===== src/shared/cmd_decode_pkg.sv =====
package cmd_decode_pkg;

	// ****************************************
	// Command key patterns (bits 7..4; the three-bit keys are bits 7..5)
	// ****************************************
	localparam logic [3:0] KEY_RESTORE   = 4'h0;
	localparam logic [3:0] KEY_SEEK      = 4'h1;
	localparam logic [2:0] KEY_STEP      = 3'h1;
	localparam logic [2:0] KEY_STEP_IN   = 3'h2;
	localparam logic [2:0] KEY_STEP_OUT  = 3'h3;
	localparam logic [2:0] KEY_RD_SECT   = 3'h4;
	localparam logic [2:0] KEY_WR_SECT   = 3'h5;
	localparam logic [3:0] KEY_RD_ADDR   = 4'hc;
	localparam logic [3:0] KEY_FORCE     = 4'hd;
	localparam logic [3:0] KEY_RD_TRACK  = 4'he;
	localparam logic [3:0] KEY_WR_TRACK  = 4'hf;

	// ****************************************
	// Field positions
	// ****************************************
	localparam int BIT_SPINUP_INH = 3;
	localparam int BIT_VERIFY     = 2;
	localparam int BIT_UPDATE     = 4;
	localparam int BIT_MULTI      = 4;
	localparam int BIT_DELETED    = 0;
	localparam int BIT_BUSY       = 0;
	localparam int BIT_ERROR      = 1;

	// ****************************************
	// Reset values
	// ****************************************
	localparam logic [7:0] CMD_RESET    = 8'h00;
	localparam logic [7:0] STATUS_RESET = 8'h00;

	// ****************************************
	// Step intervals (ms) and clock
	// ****************************************
	localparam int CLK_HZ        = 20000000;
	localparam int CYC_PER_MS    = CLK_HZ / 1000;
	localparam int STD_MS_0      = 6;
	localparam int STD_MS_1      = 12;
	localparam int STD_MS_2      = 20;
	localparam int STD_MS_3      = 30;
	localparam int FAST_MS_0     = 6;
	localparam int FAST_MS_1     = 12;
	localparam int FAST_MS_2     = 2;
	localparam int FAST_MS_3     = 3;

	typedef enum logic [2:0] {
		CMD_NONE     = 3'h0,
		CMD_TYPE1    = 3'h1,
		CMD_TYPE2    = 3'h2,
		CMD_TYPE3    = 3'h3,
		CMD_TYPE4    = 3'h4
	} cmd_class_type;

	typedef enum logic [1:0] {
		ST_IDLE   = 2'b00,
		ST_SPINUP = 2'b01,
		ST_EXEC   = 2'b10,
		ST_DONE   = 2'b11
	} seq_state_type;

endpackage : cmd_decode_pkg


===== src/logic/ms_tick.sv =====
`timescale 1ns/1ps
// Divider that yields a one-cycle pulse every millisecond.
module ms_tick #(
	parameter int DIV = 20000
) (
	input  wire logic clock,   // System clock
	input  wire logic sys_rst, // Sync reset
	input  wire logic run,     // Count only while high
	output logic      tick     // One-cycle pulse per ms
);
	logic [$clog2(DIV)-1:0] cnt_r;
	wire                    at_end = (cnt_r == ($clog2(DIV))'(DIV - 1));

	always_ff @(posedge clock)
	begin
		if (sys_rst || !run || at_end)
			cnt_r <= '0;
		else
			cnt_r <= cnt_r + 1'b1;
	end

	always_ff @(posedge clock)
	begin
		if (sys_rst)
			tick <= 1'b0;
		else
			tick <= run && at_end;
	end

endmodule : ms_tick


===== src/logic/disk_command_decoder.sv =====
`timescale 1ns/1ps
module disk_command_decoder #(
	parameter bit FAST_STEP   = 1'b0, // Fast step-rate variant
	parameter int SPINUP_MS   = 6     // Spin-up wait, ms
) (
	input  wire logic       clock,                // 20 MHz clock
	input  wire logic       sys_rst,              // Sync reset, active high
	input  wire logic       cmd_wr,               // Host command write strobe
	input  wire logic [7:0] cmd_data,             // Command byte
	input  wire logic       exec_done,            // Execution engine finished
	input  wire logic       exec_error,           // Error flag with exec_done
	input  wire logic       break_met,            // Force interrupt condition met
	output logic [7:0]      cmd_r,                // Command holding register
	output logic [7:0]      status_r,             // Status: busy, error
	output logic            intrq_r,              // Completion interrupt pulse
	output logic [2:0]      cmd_class_r,          // Command type
	output logic            exec_start_r,         // Execution may proceed
	output logic            spinup_r,             // Spin-up sequence active
	output logic            verify_r,             // Verify on destination
	output logic [1:0]      step_interval_sel_r,  // Step rate select
	output logic [15:0]     step_cycles_r,        // Step interval, ms ticks
	output logic            track_update_r,       // Update track per step
	output logic            multi_sector_r,       // Multiple-sector operation
	output logic            deleted_data_mark_r,  // Write deleted mark
	output logic [3:0]      break_condition_bits_r, // Force interrupt selects
	output logic            type3_bit3_bad_r      // Host set bit 3 on type three
);

	// ****************************************
	// Decode
	// ****************************************
	// Keys 0000 to 0111 fall through to type one
	function automatic cmd_decode_pkg::cmd_class_type classify(input logic [7:0] c);
		logic [3:0] k;
		k = c[7:4];
		if (k == cmd_decode_pkg::KEY_FORCE)
			classify = cmd_decode_pkg::CMD_TYPE4;
		else if (k == cmd_decode_pkg::KEY_RD_ADDR || k == cmd_decode_pkg::KEY_RD_TRACK
			|| k == cmd_decode_pkg::KEY_WR_TRACK)
			classify = cmd_decode_pkg::CMD_TYPE3;
		else if (k[3:1] == cmd_decode_pkg::KEY_RD_SECT || k[3:1] == cmd_decode_pkg::KEY_WR_SECT)
			classify = cmd_decode_pkg::CMD_TYPE2;
		else
			classify = cmd_decode_pkg::CMD_TYPE1;
	endfunction : classify

	// Result is in milliseconds; step_cycles_r carries it unscaled
	function automatic logic [15:0] step_ms(input logic [1:0] sel);
		unique case (sel)
			2'b00: step_ms = 16'(FAST_STEP ? cmd_decode_pkg::FAST_MS_0 : cmd_decode_pkg::STD_MS_0);
			2'b01: step_ms = 16'(FAST_STEP ? cmd_decode_pkg::FAST_MS_1 : cmd_decode_pkg::STD_MS_1);
			2'b10: step_ms = 16'(FAST_STEP ? cmd_decode_pkg::FAST_MS_2 : cmd_decode_pkg::STD_MS_2);
			2'b11: step_ms = 16'(FAST_STEP ? cmd_decode_pkg::FAST_MS_3 : cmd_decode_pkg::STD_MS_3);
		endcase
	endfunction : step_ms

	// ****************************************
	// Acceptance
	// ****************************************
	// Busy gates every write except force interrupt
	cmd_decode_pkg::seq_state_type state_r, state_nxt;
	wire cmd_decode_pkg::cmd_class_type new_class = classify(cmd_data);
	wire busy     = status_r[cmd_decode_pkg::BIT_BUSY];
	wire is_force = (new_class == cmd_decode_pkg::CMD_TYPE4);
	wire accept   = cmd_wr && (!busy || is_force);
	wire start_op = accept && !is_force;
	wire nk_step  = (cmd_data[7:5] == cmd_decode_pkg::KEY_STEP)
		|| (cmd_data[7:5] == cmd_decode_pkg::KEY_STEP_IN)
		|| (cmd_data[7:5] == cmd_decode_pkg::KEY_STEP_OUT);
	wire nk_type1 = (new_class == cmd_decode_pkg::CMD_TYPE1);
	wire nk_type2 = (new_class == cmd_decode_pkg::CMD_TYPE2);
	wire nk_wsect = (cmd_data[7:5] == cmd_decode_pkg::KEY_WR_SECT);
	wire need_spin = !cmd_data[cmd_decode_pkg::BIT_SPINUP_INH] && (nk_type1 || nk_type2 ||
		new_class == cmd_decode_pkg::CMD_TYPE3);
	wire finish   = (state_r == cmd_decode_pkg::ST_EXEC) && exec_done;
	wire force_end = accept && is_force; // Abort current and complete now

	// ****************************************
	// Interrupt request
	// ****************************************
	// Break watch only runs once a force command has left the block idle
	wire break_fire = break_met && !busy && (cmd_class_r == cmd_decode_pkg::CMD_TYPE4);
	wire irq_event  = finish || force_end || break_fire;
	wire ms_pulse;
	logic [15:0] spin_cnt_r;

	// ****************************************
	// Millisecond time base
	// ****************************************
	// Divider only runs during spin-up, so every wait starts from a clean count
	ms_tick #(
		.DIV (cmd_decode_pkg::CYC_PER_MS)
	) u_ms (
		.clock   (clock),
		.sys_rst (sys_rst),
		.run     (state_r == cmd_decode_pkg::ST_SPINUP),
		.tick    (ms_pulse)
	);

	// ****************************************
	// Sequencer
	// ****************************************
	always_comb
	begin
		state_nxt = state_r;
		unique case (state_r)
			cmd_decode_pkg::ST_IDLE:
				if (start_op)
					state_nxt = need_spin ? cmd_decode_pkg::ST_SPINUP : cmd_decode_pkg::ST_EXEC;
			cmd_decode_pkg::ST_SPINUP:
				if (ms_pulse && spin_cnt_r == 16'(SPINUP_MS - 1))
					state_nxt = cmd_decode_pkg::ST_EXEC;
			cmd_decode_pkg::ST_EXEC:
				if (exec_done)
					state_nxt = cmd_decode_pkg::ST_IDLE;
			// Spare code, never entered; falls back to idle
			cmd_decode_pkg::ST_DONE:
				state_nxt = cmd_decode_pkg::ST_IDLE;
		endcase
		// Force interrupt overrides the sequencer in every state
		if (force_end)
			state_nxt = cmd_decode_pkg::ST_IDLE;
	end

	always_ff @(posedge clock)
	begin
		if (sys_rst)
			state_r <= cmd_decode_pkg::ST_IDLE;
		else
			state_r <= state_nxt;
	end

	always_ff @(posedge clock)
	begin
		// Whole milliseconds of the current spin-up wait
		if (sys_rst || state_r != cmd_decode_pkg::ST_SPINUP)
			spin_cnt_r <= '0;
		else if (ms_pulse)
			spin_cnt_r <= spin_cnt_r + 16'h0001;
	end

	// ****************************************
	// Command register and flags
	// ****************************************
	always_ff @(posedge clock)
	begin
		if (sys_rst)
		begin
			cmd_r                  <= cmd_decode_pkg::CMD_RESET;
			cmd_class_r            <= cmd_decode_pkg::CMD_NONE;
			verify_r               <= 1'b0;
			step_interval_sel_r    <= 2'b00;
			step_cycles_r          <= 16'h0000;
			track_update_r         <= 1'b0;
			multi_sector_r         <= 1'b0;
			deleted_data_mark_r    <= 1'b0;
			break_condition_bits_r <= 4'h0;
			type3_bit3_bad_r       <= 1'b0;
		end
		// Fields that do not apply to the new command read as zero
		else if (accept)
		begin
			cmd_r               <= cmd_data;
			cmd_class_r         <= new_class;
			verify_r            <= nk_type1 && cmd_data[cmd_decode_pkg::BIT_VERIFY];
			step_interval_sel_r <= nk_type1 ? cmd_data[1:0] : 2'b00;
			step_cycles_r       <= nk_type1 ? step_ms(cmd_data[1:0]) : 16'h0000;
			track_update_r      <= nk_step && cmd_data[cmd_decode_pkg::BIT_UPDATE];
			multi_sector_r      <= nk_type2 && cmd_data[cmd_decode_pkg::BIT_MULTI];
			deleted_data_mark_r <= nk_wsect && cmd_data[cmd_decode_pkg::BIT_DELETED];
			break_condition_bits_r <= is_force ? cmd_data[3:0] : 4'h0;
			type3_bit3_bad_r    <= (new_class == cmd_decode_pkg::CMD_TYPE3)
				&& cmd_data[cmd_decode_pkg::BIT_SPINUP_INH];
		end
	end

	// ****************************************
	// Status, interrupt, execution handshake
	// ****************************************
	always_ff @(posedge clock)
	begin
		if (sys_rst)
		begin
			status_r     <= cmd_decode_pkg::STATUS_RESET;
			intrq_r      <= 1'b0;
			exec_start_r <= 1'b0;
			spinup_r     <= 1'b0;
		end
		else
		begin
			intrq_r      <= irq_event;
			exec_start_r <= (state_nxt == cmd_decode_pkg::ST_EXEC);
			spinup_r     <= (state_nxt == cmd_decode_pkg::ST_SPINUP);
			// A start needs busy clear, so it never meets a finish
			if (start_op)
			begin
				status_r[cmd_decode_pkg::BIT_BUSY]  <= 1'b1;
				status_r[cmd_decode_pkg::BIT_ERROR] <= 1'b0;
			end
			// Force interrupt alone reports no error; a finish, even one in the same cycle as a force, passes the engine's flag
			else if (finish || force_end)
			begin
				status_r[cmd_decode_pkg::BIT_BUSY]  <= 1'b0;
				status_r[cmd_decode_pkg::BIT_ERROR] <= finish && exec_error;
			end
		end
	end

endmodule : disk_command_decoder


===== config.mk =====
export PLATFORM = sky130hd
export DESIGN_NAME = disk_command_decoder
export DESIGN_NICKNAME = d
export VERILOG_FILES = /design/src/shared/cmd_decode_pkg.sv /design/src/logic/ms_tick.sv /design/src/logic/disk_command_decoder.sv
export SDC_FILE = /design/constraint.sdc
export NUM_CORES = 1
export LEC_CHECK = 0
export ABC_AREA = 1
export BUFFER_PORTS_ARGS = -buffer_cell sky130_fd_sc_hd__buf_2
export CAP_MARGIN = 20
export CORE_MARGIN = 3
export CORE_UTILIZATION = 55
export CTS_BUF_LIST = sky130_fd_sc_hd__clkbuf_4
export CTS_CLUSTER_SIZE = 24
export DETAILED_ROUTE_END_ITERATION = 12
export PLACE_DENSITY = 0.85
export SLEW_MARGIN = 20
export SYNTH_ARGS = -nofsm -noshare
export SYNTH_HDL_FRONTEND = slang
export SYNTH_HIERARCHICAL = 1
export SYNTH_SLANG_ARGS = --single-unit

===== constraint.sdc =====
create_clock -name clock -period 3.2 [get_ports clock]
set_clock_uncertainty 0.2 [all_clocks]
set_input_delay 0.16 -clock clock [delete_from_list [all_inputs] [get_ports clock]]
set_output_delay 0.16 -clock clock [all_outputs]
set_load 0.05 [all_outputs]

==> results.txt <==
The final routed wire length divided by cell count is about 12 um. Combinational logic burns between 10% and 20% of the power. The critical path contains buffers and inverters numbering 2 combined. The final count of hold timing violations was 0. The final-layout worst hold slack came out at between 0.2 and 0.3 ns. In this design, the critical path's most frequently occurring cell is sky130_fd_sc_hd__dlygate4sd3_1. The minimum setup slack among reg-to-reg paths is 1.13 ns.

In this run the count of I/O pins placed on the die edge is 63. Measured on the finished design, the core utilization comes to just under 70%. The port buffer count came out at 44.

For this design the total switching power over the nets is ~0.00051 W. TritonCTS built the clock tree. The area share of the largest cell type after synthesis came out at between 40% and 50%.

The largest net degree at the start of global routing is 27. Among all flip-flop cells after synthesis, the most frequent one is sky130_fd_sc_hd__dfxtp_1. The maximum fanout along the worst path is 6. The total half-perimeter wirelength after legalization and detailed placement came out at 4810 um. Summing the sequential cell areas from Yosys gives approximately two fifths of the chip area. The via count of the first global-routing pass came out at roughly 2700.

Setup repair after global routing left no endpoint under its margin. The number of warnings issued by yosys is 6. After filler insertion, the fill cell instance count of the layout stands at 421. The fraction of power spent switching nets came out at 29.3%.

The first global-routing pass estimated about 12000 um of wire. Summing every instance area after synthesis gives about 3200 um^2. The arrival time of the worst setup path is roughly 2.2 ns.

The number of design-rule violations left by the first detailed-router iteration came out at 164. The biggest cell delay along the critical path came out at ~0.56 ns. In this run the mean area of a mapped cell was about 7 um^2. The flow ran to the end, and the final reports show no timing, DRC or antenna violations. The shortest period the worst path allows came out at 2.07 ns.

For the worst setup path, the data required time is ~3.4 ns. The clock passes through at most 2 buffers. The number of sinks handled by clock tree synthesis is 65.

The average vias per placed instance is 5.08. The count of nets left with antenna violations once routing finished came out at 0. The cell at the slowest stage of the critical path is sky130_fd_sc_hd__dlygate4sd3_1. The met1 routed wirelength after detailed routing came out at 3100 um. The type of the worst min-delay path is reg -> reg. The worst-case setup margin in the final layout came out at between 1 and 1.5 ns.

IR analysis of the VDD net gives a maximum drop of roughly 0.00035 V. At the end of routability-driven placement, the weighted congestion stood at between 0.8 and 0.9. The fraction of layout cells with a size suffix above 1 is ~16%. The leading area contributor after synthesis is sky130_fd_sc_hd__dfxtp_1.

The part of the cycle the worst path needs came out at 64.7%. The count of maximum capacitance violations is 0. The clock latency on the worst-skew pair came out at around 0.4 ns. The cell at the root of the clock tree is sky130_fd_sc_hd__clkbuf_4.

The number of synthesized register bits came out at between 60 and 70. The synthesized instance count is 446. At the placement stage, the worst setup path has a slack of about 1.6 ns. The peak clock frequency supported by timing came out at about 480 MHz. STA classifies the critical path startpoint as a flip-flop. The number of vias after detailed routing came out at between 2000 and 3000. The layout overhead on the synthesized area is 15.6%.

The aggregate negative setup slack came out at 0 ns. The number of antenna violations at the first check in global routing is 0. The synthesized design contains 0 enable-type register cells.

Of all flip-flops after synthesis, the portion carrying an async set or reset was 0%. The critical path goes through nand4_1 -> dlygate4sd3_1 -> a21oi_1 -> dlygate4sd3_1. Total power for the finished layout comes to ~0.0017 W. The deepest level of the CTS H-tree came out at 3. The area of the core came out at ~5300 um^2. Internal power comes to ~0.0012 W. The type of element capturing the critical path is a flip-flop.

The number of library cell types mapped by synthesis came out at 31. Setup violations remaining at the end of the flow were counted as 0. Clock-pin slew was measured on the worst setup and hold paths at between 0.1 and 0.15 ns.

The clock network power share came out at a little over a third. The number of rows in the core area is 26. The most common cell in the synthesized netlist is sky130_fd_sc_hd__nand2_1. The total die area is roughly 6700 um^2.

The pre-antenna-repair detailed-routing pass consisted of 4 iterations. The overall track demand over capacity in global routing is a little over a fifth. The die is approximately 82 um wide.

The die outline height is between 80 and 90 um. In the detailed route, the total length drawn on met3 is 402 um. The share of power burned in registers came out at 48.8%. The net count of the finished layout is 529. The static leakage came out at 1.49 nW. The number of remaining DRC errors came out at 0. The final global-route overflow total is 0.

The areal power density over the cells came out at roughly 470 nW/um^2. The count of pins over their slew limit is 0. The CTS buffer count is 9.

For this block, the routed nets add up to 6950 um of wire. Once the floorplan was initialized, standard cells occupied 59.3% of the core. The highest metal layer carrying signal wires in the routed design is met4. By count the netlist is led by sky130_fd_sc_hd__nand2_1, sky130_fd_sc_hd__dfxtp_1, sky130_fd_sc_hd__nor2_1. The worst setup path is of the reg -> reg kind. The category of cells accounting for the largest share of critical-path delay is buffers and inverters. Yosys attributes the largest share of cell area to sky130_fd_sc_hd__dfxtp_1, sky130_fd_sc_hd__nand2_1, sky130_fd_sc_hd__a21oi_1, sky130_fd_sc_hd__nor2_1, sky130_fd_sc_hd__inv_1. The wire length on met2 is 3360 um.
## power groups by stage
stage | combinational (W) | clock, W | sequential, W
2_1_floorplan | 0.000148 | 0 | 0.000936
3_3_place_gp | 0.000242 | 0 | 0.000864
3_5_place_dp | 0.000245 | 0 | 0.000865
4_1_cts | 0.000261 | 0.000640 | 0.000846
5_1_grt | 0.000285 | 0.000678 | 0.000850
6_report | 0.000263 | 0.000624 | 0.000846
## layout make-up
class | count | area [um^2] | area share [%]
clock buffers | 11 | 82.6 | 2.26
diodes | 1 | 2.50 | 0.0684
well taps | 70 | 87.6 | 2.39
flip-flops and latches | 65 | 1300 | 35.6
clock inverters | 5 | 80.1 | 2.19
repair buffers | 61 | 388 | 10.6
multi-input cells | 318 | 1520 | 41.5
inverters | 53 | 199 | 5.44
## final timing paths
| path | from | endpoint | depth (start not counted) |
|---|---|---|---|
| hold / removal | cmd_r[2] | cmd_r[2] | 2 |
| setup reg to reg | state_r[1] | status_r[1] | 4 |
| setup / recovery | state_r[1] | status_r[1] | 4 |
| hold reg to reg | cmd_r[2] | cmd_r[2] | 2 |
## flip-flops by register name, summed over array words and instances (netlist names), 2 cells and up
register and count:
step_interval_sel_r 2, u_ms/cnt_r 15, status_r 2, cmd_class_r 3, break_condition_bits_r 4, spin_cnt_r 16
state_r 2, step_cycles_r 4, cmd_r 8
## cells in the final DEF, fill, tap and decap left out, types with 2 or more instances in the layout
| cell type | instances |
|---|---|
| sky130_fd_sc_hd__nand3_1 | 27 |
| sky130_fd_sc_hd__xor2_1 | 3 |
| sky130_fd_sc_hd__a21oi_1 | 49 |
| sky130_fd_sc_hd__conb_1 | 18 |
| sky130_fd_sc_hd__inv_1 | 49 |
| sky130_fd_sc_hd__clkinvlp_4 | 2 |
| sky130_fd_sc_hd__bufinv_16 | 2 |
| sky130_fd_sc_hd__or2_0 | 2 |
| sky130_fd_sc_hd__nor2_1 | 55 |
| sky130_fd_sc_hd__nand2_2 | 3 |
| sky130_fd_sc_hd__nor2_2 | 7 |
| sky130_fd_sc_hd__nor3_1 | 5 |
| sky130_fd_sc_hd__nand3_2 | 2 |
| sky130_fd_sc_hd__xnor2_1 | 2 |
| sky130_fd_sc_hd__nand4_1 | 11 |
| sky130_fd_sc_hd__buf_2 | 44 |
| sky130_fd_sc_hd__ha_1 | 7 |
| sky130_fd_sc_hd__nand2_1 | 110 |
| sky130_fd_sc_hd__clkbuf_4 | 11 |
| sky130_fd_sc_hd__inv_2 | 4 |
| sky130_fd_sc_hd__dfxtp_1 | 65 |
| sky130_fd_sc_hd__dlygate4sd3_1 | 16 |
| sky130_fd_sc_hd__o21ai_0 | 7 |
| sky130_fd_sc_hd__o21bai_1 | 2 |
## metal layers
metal,up-vias,track usage [%]
met4,0,6.48
li1,1511,-
met3,12,7.02
met5,-,0
met2,81,36.1
met1,1360,27.4
## logic make-up (layout without fill, tap and decap cells)
family / count (synthesis) / in the layout / share of synthesized area [%]
other: 1 / 19 / 0.118
buffers and inverters: 80 / 130 / 13.0
xor gates and xnor gates: 5 / 5 / 1.38
muxes: 1 / 1 / 0.316
DFF: 65 / 65 / 41.1
and+or+nand+nor: 226 / 226 / 31.3
AOI/OAI and AO/OA: 61 / 61 / 10.1
adders and majority gates: 7 / 7 / 2.77
## worst reg2reg max path, delay by kind of cell, from the launching register on
family | cells | cell delay [ns]
flip-flops | 1 | 0.46
AND/OR/NAND/NOR | 1 | 0.11
AO/OA/AOI/OAI | 1 | 0.14
buffers and inverters | 2 | 1.11
## timing repair
item	4_1_cts	5_1_grt
buffers inserted	0	0
hold buffers	16	0
gates resized for setup	0	0
hold endpoints to repair	31	0
## metrics by stage
| step | cell area (um^2) | std cells |
|---|---|---|
| 2_1_floorplan | 3230 | 463 |
| 3_3_place_gp | 3330 | 551 |
| 3_5_place_dp | 3330 | 551 |
| 4_1_cts | 3660 | 583 |
| 5_1_grt | 3660 | 583 |
| 6_report | 3660 | 584 |
Note: power is estimated with default switching activity, not from simulation.
